### src/grf_pkg.sv
package grf_pkg;
   localparam logic [7:0] ADDR_DATA_LO = 8'h12;
   localparam logic [7:0] ADDR_DATA_HI = 8'h13;
   localparam logic [7:0] ADDR_IRQ_STAT = 8'h1C;
   localparam logic [7:0] ADDR_IRQ_CLR = 8'h1D;
   localparam logic [7:0] ADDR_IRQ_EN = 8'h1E;
   localparam logic [7:0] ADDR_LEN_LO = 8'h22;
   localparam logic [7:0] ADDR_LEN_HI = 8'h23;
   localparam logic [7:0] ADDR_RANGE = 8'h43;
   localparam logic [7:0] ADDR_DOWNS = 8'h45;
   localparam logic [7:0] ADDR_SETUP0 = 8'h46;
   localparam logic [7:0] ADDR_SETUP1 = 8'h47;
   localparam logic [2:0] RST_RANGE = 3'h0;
   localparam logic [3:0] RST_DOWNS = 4'h0;
   localparam logic [7:0] RST_SETUP0 = 8'h80;
   localparam logic [7:0] RST_SETUP1 = 8'h10;
   localparam logic [2:0] RANGE_MAX_CODE = 3'h4;
   localparam int BIT_FILT = 3;
   localparam int BIT_GYR_EN = 7;
   localparam int BIT_HDR_EN = 4;
   localparam int BIT_TAG1 = 3;
   localparam int BIT_TAG2 = 2;
   localparam int BIT_TIME_EN = 1;
   localparam int BIT_STOP_FULL = 0;
   localparam logic [7:0] SETUP1_MASK = 8'h9F;
   localparam int STAT_DRDY = 0;
   localparam int STAT_FWM = 1;
   localparam int STAT_FFULL = 2;
   localparam logic [10:0] FIFO_BYTES = 11'h400;
   localparam logic [10:0] FRAME_BODY = 11'h006;
   localparam logic [10:0] FRAME_HDR = 11'h001;
   localparam logic [1:0] WM_UNIT_SHIFT = 2'h2;
endpackage : grf_pkg

### src/grf_top.sv
// The address-and-strobe port is this design's own decision.
module grf_top (
   input wire logic clk,
   input wire logic reset_n,
   input wire logic [7:0] reg_addr,
   input wire logic [7:0] reg_wdata,
   input wire logic reg_wr,
   input wire logic reg_rd,
   output logic [7:0] reg_rdata,
   input wire logic sample_valid,
   input wire logic signed [15:0] raw_sample,
   input wire logic signed [15:0] filt_sample,
   input wire logic irq_pin_one,
   input wire logic irq_pin_two,
   input wire logic frame_popped,
   input wire logic read_past_end,
   output logic fifo_wr_valid,
   output logic [15:0] fifo_wr_data,
   output logic fifo_wr_hdr,
   output logic [1:0] fifo_wr_tag,
   output logic time_frame,
   output logic fifo_full,
   output logic irq
);

   typedef struct packed {
      logic [2:0] range;
      logic [3:0] downs;
      logic [7:0] setup0;
      logic [7:0] setup1;
      logic [10:0] count;
      logic [6:0] dec_cnt;
      logic [2:0] stat;
      logic [2:0] en;
      logic wm_hit;
      logic [15:0] data;
      logic [7:0] rdata;
      logic wr_valid;
      logic [15:0] wr_data;
      logic wr_hdr;
      logic [1:0] wr_tag;
      logic time_frame;
      logic full;
      logic irq;
   } grf_state_t;

   grf_state_t s_q;
   grf_state_t s_d;

   // Sensitivity of 16.4 counts per deg/s doubled per range step, saturated
   function automatic logic [15:0] grf_scale(input logic signed [15:0] v,
                                             input logic [2:0] code);
      logic signed [19:0] wide;
      logic [2:0] sh;
      sh = (code > grf_pkg::RANGE_MAX_CODE) ? 3'h0 : code;
      wide = 20'(v) <<< sh;
      if (wide > 20'sh07FFF) begin
         grf_scale = 16'h7FFF;
      end else if (wide < -20'sh08000) begin
         grf_scale = 16'h8000;
      end else begin
         grf_scale = wide[15:0];
      end
   endfunction

   function automatic logic grf_wm_over(input logic [10:0] cnt, input logic [7:0] wm);
      grf_wm_over = cnt > (11'(wm) << grf_pkg::WM_UNIT_SHIFT);
   endfunction

   logic [6:0] dec_mask;
   logic take;
   logic [10:0] frame_len;
   logic [10:0] add_len;
   logic [11:0] sum;
   logic room;
   logic [15:0] pick;
   logic [2:0] ev;

   always_comb begin
      s_d = s_q;
      dec_mask = 7'((8'h01 << s_q.downs[2:0]) - 8'h01);
      pick = s_q.downs[grf_pkg::BIT_FILT] ? filt_sample : raw_sample;
      frame_len = grf_pkg::FRAME_BODY;
      if (s_q.setup1[grf_pkg::BIT_HDR_EN]) begin
         frame_len = grf_pkg::FRAME_BODY + grf_pkg::FRAME_HDR;
      end
      sum = {1'b0, s_q.count} + {1'b0, frame_len};
      room = sum <= {1'b0, grf_pkg::FIFO_BYTES};
      take = sample_valid && ((s_q.dec_cnt & dec_mask) == 7'h00)
             && s_q.setup1[grf_pkg::BIT_GYR_EN]
             && (room || !s_q.setup1[grf_pkg::BIT_STOP_FULL]);
      add_len = take ? frame_len : 11'h000;
      ev = 3'h0;

      if (sample_valid) begin
         s_d.dec_cnt = 7'((s_q.dec_cnt + 7'h01) & dec_mask);
         s_d.data = grf_scale(raw_sample, s_q.range);
      end

      // Fill level moves only on whole frames
      if (take || frame_popped) begin
         if (frame_popped && s_q.count >= frame_len) begin
            s_d.count = s_q.count + add_len - frame_len;
         end else if (sum > 12'h7FF && take) begin
            s_d.count = 11'h7FF;
         end else begin
            s_d.count = s_q.count + add_len;
         end
         s_d.wm_hit = grf_wm_over(s_d.count, s_q.setup0);
         ev[grf_pkg::STAT_FWM] = s_d.wm_hit && !s_q.wm_hit;
      end
      s_d.full = s_d.count >= grf_pkg::FIFO_BYTES;
      ev[grf_pkg::STAT_FFULL] = s_d.full && !s_q.full;
      ev[grf_pkg::STAT_DRDY] = sample_valid;

      s_d.wr_valid = take;
      s_d.wr_data = take ? pick : s_q.wr_data;
      s_d.wr_hdr = take && s_q.setup1[grf_pkg::BIT_HDR_EN];
      s_d.wr_tag = take ? {irq_pin_two && s_q.setup1[grf_pkg::BIT_TAG2],
                           irq_pin_one && s_q.setup1[grf_pkg::BIT_TAG1]} : 2'h0;
      s_d.time_frame = read_past_end && s_q.setup1[grf_pkg::BIT_TIME_EN];

      // Register writes; a range write does not touch the status flags
      if (reg_wr) begin
         case (reg_addr)
            grf_pkg::ADDR_RANGE: s_d.range = reg_wdata[2:0];
            grf_pkg::ADDR_DOWNS: s_d.downs = reg_wdata[3:0];
            grf_pkg::ADDR_SETUP0: s_d.setup0 = reg_wdata;
            grf_pkg::ADDR_SETUP1: s_d.setup1 = reg_wdata & grf_pkg::SETUP1_MASK;
            grf_pkg::ADDR_IRQ_CLR: s_d.stat = s_q.stat & ~reg_wdata[2:0];
            grf_pkg::ADDR_IRQ_EN: s_d.en = reg_wdata[2:0];
            default: ;
         endcase
      end

      // Reading the low rate-data byte retires a stale data-ready flag
      if (reg_rd && reg_addr == grf_pkg::ADDR_DATA_LO) begin
         s_d.stat[grf_pkg::STAT_DRDY] = 1'b0;
      end
      s_d.stat = s_d.stat | ev;

      s_d.rdata = 8'h00;
      if (reg_rd) begin
         case (reg_addr)
            grf_pkg::ADDR_DATA_LO: s_d.rdata = s_q.data[7:0];
            grf_pkg::ADDR_DATA_HI: s_d.rdata = s_q.data[15:8];
            grf_pkg::ADDR_IRQ_STAT: s_d.rdata = {5'h00, s_q.stat};
            grf_pkg::ADDR_IRQ_EN: s_d.rdata = {5'h00, s_q.en};
            grf_pkg::ADDR_LEN_LO: s_d.rdata = s_q.count[7:0];
            grf_pkg::ADDR_LEN_HI: s_d.rdata = {5'h00, s_q.count[10:8]};
            grf_pkg::ADDR_RANGE: s_d.rdata = {5'h00, s_q.range};
            grf_pkg::ADDR_DOWNS: s_d.rdata = {4'h0, s_q.downs};
            grf_pkg::ADDR_SETUP0: s_d.rdata = s_q.setup0;
            grf_pkg::ADDR_SETUP1: s_d.rdata = s_q.setup1;
            default: s_d.rdata = 8'h00;
         endcase
      end
      s_d.irq = |(s_d.stat & s_d.en);
   end

   always_ff @(posedge clk or negedge reset_n) begin
      if (!reset_n) begin
         s_q <= '0;
         s_q.range <= grf_pkg::RST_RANGE;
         s_q.downs <= grf_pkg::RST_DOWNS;
         s_q.setup0 <= grf_pkg::RST_SETUP0;
         s_q.setup1 <= grf_pkg::RST_SETUP1;
      end else begin
         s_q <= s_d;
      end
   end

   assign reg_rdata = s_q.rdata;
   assign fifo_wr_valid = s_q.wr_valid;
   assign fifo_wr_data = s_q.wr_data;
   assign fifo_wr_hdr = s_q.wr_hdr;
   assign fifo_wr_tag = s_q.wr_tag;
   assign time_frame = s_q.time_frame;
   assign fifo_full = s_q.full;
   assign irq = s_q.irq;
endmodule // grf_top

### config.mk
export PLATFORM = sky130hd
export DESIGN_NAME = grf_top
export DESIGN_NICKNAME = d
export VERILOG_FILES = /design/src/grf_pkg.sv /design/src/grf_top.sv
export SDC_FILE = /design/constraint.sdc
export NUM_CORES = 1
export LEC_CHECK = 0
export BUFFER_PORTS_ARGS = -buffer_cell sky130_fd_sc_hd__buf_2
export CORE_ASPECT_RATIO = 0.75
export CORE_MARGIN = 8
export CORE_UTILIZATION = 50
export DETAILED_ROUTE_END_ITERATION = 10
export GPL_ROUTABILITY_DRIVEN = 0
export PLACE_DENSITY_LB_ADDON = 0.08
export REMOVE_ABC_BUFFERS = 1
export SLEW_MARGIN = 40
export SYNTH_ARGS = -nofsm -noshare
export SYNTH_HDL_FRONTEND = slang
export SYNTH_SLANG_ARGS = --single-unit
### constraint.sdc
create_clock -name clk -period 12.31 [get_ports clk]
set_input_delay 1.8465 -clock clk [delete_from_list [all_inputs] [get_ports clk]]
set_output_delay 1.8465 -clock clk [all_outputs]
set_load 0.005 [all_outputs]
### After elaboration in Yosys (flattened, before gate mapping)

Index checks and enable logic that the tools add are counted.

| operators by class | value |
|---|---|
| shifts and indexed selects | 2 |
| $mul | 0 |
| equality and inequality tests | 11 |
| add/subtract/negate cells | 5 |
| divide/modulo/power cells | 0 |
| $lt $le $gt $ge | 8 |
| bitwise logic cells | 6 |
| reductions and logical operators | 23 |
| multiplexer cells | 18 |

Operator list:

| operator | number |
|---|---|
| $pmux W8 S10 | 1 |
| $mux W11 | 5 |
| $mux W16 | 3 |
| $eq A8 B5 Y1 const B | 5 |
| $eq A8 B7 Y1 const B | 4 |
| $gt A20 B16 Y1 const B | 1 |
| $lt A20 B16 Y1 const B | 1 |
| $sshl A16 B3 Y20 | 1 |
| $eq A8 B6 Y1 const B | 2 |
| $and A7 B7 Y7 | 2 |
| $add A11 B11 Y12 | 1 |
| $gt A12 B11 Y1 const B | 1 |
| $le A12 B11 Y1 const B | 1 |
| $logic_and A1 B1 Y1 | 12 |
| $add A11 B11 Y11 | 1 |
| $ge A11 B11 Y1 | 1 |
| $ge A11 B11 Y1 const B | 1 |
| $gt A11 B10 Y1 | 1 |
| $sub A11 B11 Y11 | 1 |
| $mux W3 | 3 |
| $mux W8 | 1 |
| $reduce_and A2 Y1 | 4 |
| $add A7 B1 Y7 const B | 1 |
| $logic_not A7 Y1 | 1 |
| 12 further kinds | 18 |

| storage, ports and cells | value |
|---|---|
| logic and storage cells | 91 |
| memories | 0 |
| bits in latches | 0 |
| memory bits (writable) | 0 |
| output and inout port bits | 31 |
| bits in registers | 93 |
| memory bits (read-only) | 0 |
| bits of input ports | 57 |

### Depth between registers and ports, before layout

| logic depth | value |
|---|---|
| depth after elaboration | 18 |
| gate-level depth with buffers | 28 |
| gate-level depth less buffers | 28 |

### Worst setup path before layout

Ideal clock, no wire load.

| timing path | value |
|---|---|
| path kind | input port to flip-flop |
| start | in sample_valid |
| end | reg s_q, in the netlist irq |
| cell stages on the path | 23 |
| path slack | 6.030 ns |
| path buffers | 1 |
| setup time | 0.137 ns |
| data arrival time | 6.143 ns |
| cells stage by stage | buf_2 -> and2_1 -> o2111ai_1 -> nor2_1 -> and3_1 -> ha_1 -> inv_1 -> fa_1 -> inv_1 -> ha_1 -> inv_1 -> or2_2 -> nor3b_1 -> mux2_2 -> xor2_1 -> nand2_1 -> ha_1 -> nand4_1 -> or4_1 -> o31ai_1 -> nor3_1 -> nor4_4 -> o211ai_1 |

RTL lines:

| item | line | source |
|---|---|---|
| start: declaration | grf_top.sv:10 | `input wire logic sample_valid,` |
| end: declaration | grf_top.sv:47 | `grf_state_t s_q;` |

==> impl_metrics.yaml <==
die:
  core_area_um2: 12390
  dieArea_um2: 16690
  fp-row-count: 35
  initial_core_util_pct: 51.55
  die_h_um: 113.9
  die_x_um: 146.5
  ios: 88
run_status:
  status: "complete, no violations"
synth:
  synth_warnings: 0
  ys_ff_latch: 92
  yosys.area.top_type: "dfrtp_1"
  avgSynthCellArea_um2: 9.859
  synth_top_family_by_area: "multiplexers"
  synth.top_cell.area_share_pct: 35.25
  synth-edff-count: 0
  seq_area_frac_synth_pct: 36.08
  syn-cell-area_um2: 6389
  synth-xor-area-share_pct: 1.919
  synthArstFlopShare_pct: 100.0
  synth_common_cells: "dfrtp_1, mux2_2, nand2_1, nor2_1, inv_1"
  synth_area_leaders: "dfrtp_1, mux2_2, mux2i_1"
  synth.most_common_cell: "dfrtp_1"
  ys.flop_type: "dfrtp_1"
  syn_inst: 648
  synthSimpleGateAreaFrac_pct: 16.08
  synth_mux_area_share_pct: 18.51
  synth_compound_area_share_pct: 15.86
  synthAdderAreaFrac_pct: 3.643
  synth_cell_types: 77
power:
  power.leakage_uw: 0.003065
  p_comb_share_pct: 30.0
  vdd_ir_drop_max_uv: 94.22
  power_uw: 1030
  switchingPower_uw: 384.5
  power_per_cell_area_nw_per_um2: 147.0
  pwr-share-clk_pct: 28.1
  p_int_uw: 645.8
  power.share.switching_pct: 37.32
  pwr-share-seq_pct: 41.9
timing:
  tns_ns: 0
  rsz0062_at_grt: "no"
  fin_skew_ns: 0.01094
  setup_violations: 0
  tightest_slew_ns: 0.8449
  hold_viol: 0
  period_share_pct: 57.33
  slew_headroom_pct: 43.41
  worst_slack_ns: 5.253
  final_max_slew_viol_count: 0
  min_period_ns: 7.057
  fmax_ghz: 0.1417
routing:
  routed-via-count: 5311
  first_pass_iters: 7
  viasPerCell: 6.168
  ant_nets: 0
  avgRoutedWirePerCell_um: 20.64
  drtIter0Drc: 534
  drc: 0
  wirelength_um: 17770
cts:
  cts_resized: 0
  numCtsBuffers: 9
  cts_sinks: 92
  max-clock-path-buffers: 2
  h-tree-depth: 3
  cts_tree: "yes"
  clk_pin_slew_ns: 0.07
  holdBufCountCts: 0
  post_cts_buffers: 0
  clk_latency_ns: 0.35
  clk_root_buffer_cell: "clkbuf_16"
layout:
  fin_util_pct: 56.56
  drive_gt1_share_pct: 30.07
  multiInputGateArea_um2: 3601
  num_antenna_cells: 0
  fillerInstances: 1094
  regArea_um2: 2305
  final_cell_area_um2: 7009
  area_growth_pct: 9.714
  nNetsFinal: 765
placed_design:
  io_buffers: 87
  post-place-ws_ns: 4.946
  dp_hpwl_um: 13730
  placed_cell_area_um2: 6678
setup_path:
  startpoint_type: "primary input"
  slowest_delay_ns: 0.53
  critPathTopFamily: "simple AND/OR/NAND/NOR gates"
  crit_path_start: "sample_valid"
  path_class: "in2reg"
  required_ns: 12.53
  cp_slowest_cell: "buf_2"
  cp.arrival_ns: 7.28
  endpoint_kind: "flop"
  timing.rr.start: "s_q[76]$_DFFE_PN1P_"
  cp_max_fo: 36
  cp_common_cell: "nor2_1"
  path_buf_inv: 2
  critical_path.cell_chain: "buf_2 -> and2_1 -> o2111ai_1 -> nor2_1 -> nand2_2 -> inv_1 -> ha_1 -> nor2_1 -> nor2_1 -> xor2_1 -> nor3b_1 -> mux2_2 -> xor2_1 -> nand2_1 -> ha_1 -> nand4_1 -> or4_1 -> o31ai_1 -> nor3_1 -> nor4_4 -> o211ai_1"
global_route:
  grt_max_degree: 58
  grt-ovfl-total: 0
  antenna_found_initial: 0
  grt_use_total_pct: 21.43
  grt_pass1_vias: 5349
  grt_pass1_wl_um: 28610
hold_path:
  hold_start: "s_q[35]$_DFFE_PN0P_"
  hold_class: "reg2reg"
job:
  drv_cap: 0
power by group through the flow:
| stage | sequential, uW | combinational (uW) | clock, uW |
|---|---|---|---|
| 5_1_grt | 435 | 344 | 308 |
| 3_3_place_gp | 429 | 294 | 0 |
| 2_1_floorplan | 395 | 227 | 0 |
| 3_5_place_dp | 431 | 302 | 0 |
| 4_1_cts | 426 | 304 | 297 |
| 6_report | 431 | 309 | 290 |
placed cells by master (no fill, tap or decap), types with 4 or more instances in the layout:
cell type  count
a21oi_1       25
o22ai_1        4
and2_1         6
o21ai_0       22
nand3_1       18
mux4_2         5
nor3_1         8
nor2_1        37
a222oi_1       5
buf_2         86
nand3b_1       4
dfrtp_1       90
o21a_1         5
nor2b_1        7
a22oi_1        7
clkbuf_16      9
inv_1         35
a31oi_1       21
a211oi_1       7
ha_1          17
mux2_2        71
and3_1         6
nand2_1       55
nor4_4         4
mux2i_1       27
xor2_1         7
o211ai_1       8
nor3b_1        5
xnor2_1        7
nand4_1        5
nor4_1         4
o2111ai_1      5
routing by layer:
layer	global-route usage [%]	up-vias	routed length (um)
li1	-	2437	-
met1	31.57	2612	8609
met2	29.60	240	7184
met3	6.092	22	1689
met4	5.955	0	284
met5	0	-	0
worst reg2reg max path, cell delays in order, from the launching register on:
cell      delay [ns]
dfstp_2         0.59
ha_1            0.18
inv_1           0.05
ha_1            0.20
nor2b_1         0.19
nand4b_1        0.21
a211oi_1        0.32
a31oi_1         0.16
o21ai_1         0.20
nand2_2         0.38
inv_1           0.24
ha_1            0.41
nor2_1          0.17
nor2_1          0.15
xor2_1          0.52
nor3b_1         0.17
mux2_2          0.31
xor2_1          0.17
nand2_1         0.08
ha_1            0.31
nand4_1         0.10
or4_1           0.49
o31ai_1         0.23
nor3_1          0.11
nor4_4          0.23
o211ai_1        0.15
flip-flops by register name, summed over array words and instances (netlist names), named ones only:
| signal | flops |
|---|---|
| fifo_wr_tag | 2 |
| fifo_wr_data | 16 |
| s_q | 54 |
| reg_rdata | 8 |
| fifo_wr_valid | 1 |
| time_frame | 1 |
| irq | 1 |
| fifo_wr_hdr | 1 |
logic make-up after synthesis:
| logic type | Yosys count |
|---|---|
| mux | 103 |
| buf+inv | 93 |
| simple gates | 186 |
| flops | 92 |
| xor+xnor | 14 |
| compound gates | 142 |
| fa+ha+maj | 18 |
final cells by class:
class | count | area share (%)
inverters | 35 | 1.874
clock inverters | 4 | 0.7854
flip-flops and latches | 92 | 32.88
repair buffers | 89 | 6.462
well taps | 166 | 2.963
clock buffers | 12 | 3.659
multi-input cells | 463 | 51.37
through the flow:
stage               std cells  hold WS (ns)
floorplan                 590        0.4518
global placement          845        0.4786
detailed placement        845        0.4794
CTS                       861        0.4941
global route              861        0.5117
finish                    861        0.4978
final timing paths:
path	to	slack [ns]	cells past startpoint
max in group asynchronous	async pin	9.76	2
setup reg to reg	irq$_DFF_PN0_	5.89	25
setup / recovery	irq$_DFF_PN0_	5.25	21
hold / removal	s_q[35]$_DFFE_PN0P_	0.50	1
hold reg to reg	s_q[35]$_DFFE_PN0P_	0.50	1
min in group asynchronous	fifo_wr_data[5]$_DFFE_PN0P_	1.44	1
No activity file was read; power rests on OpenSTA's default activity.
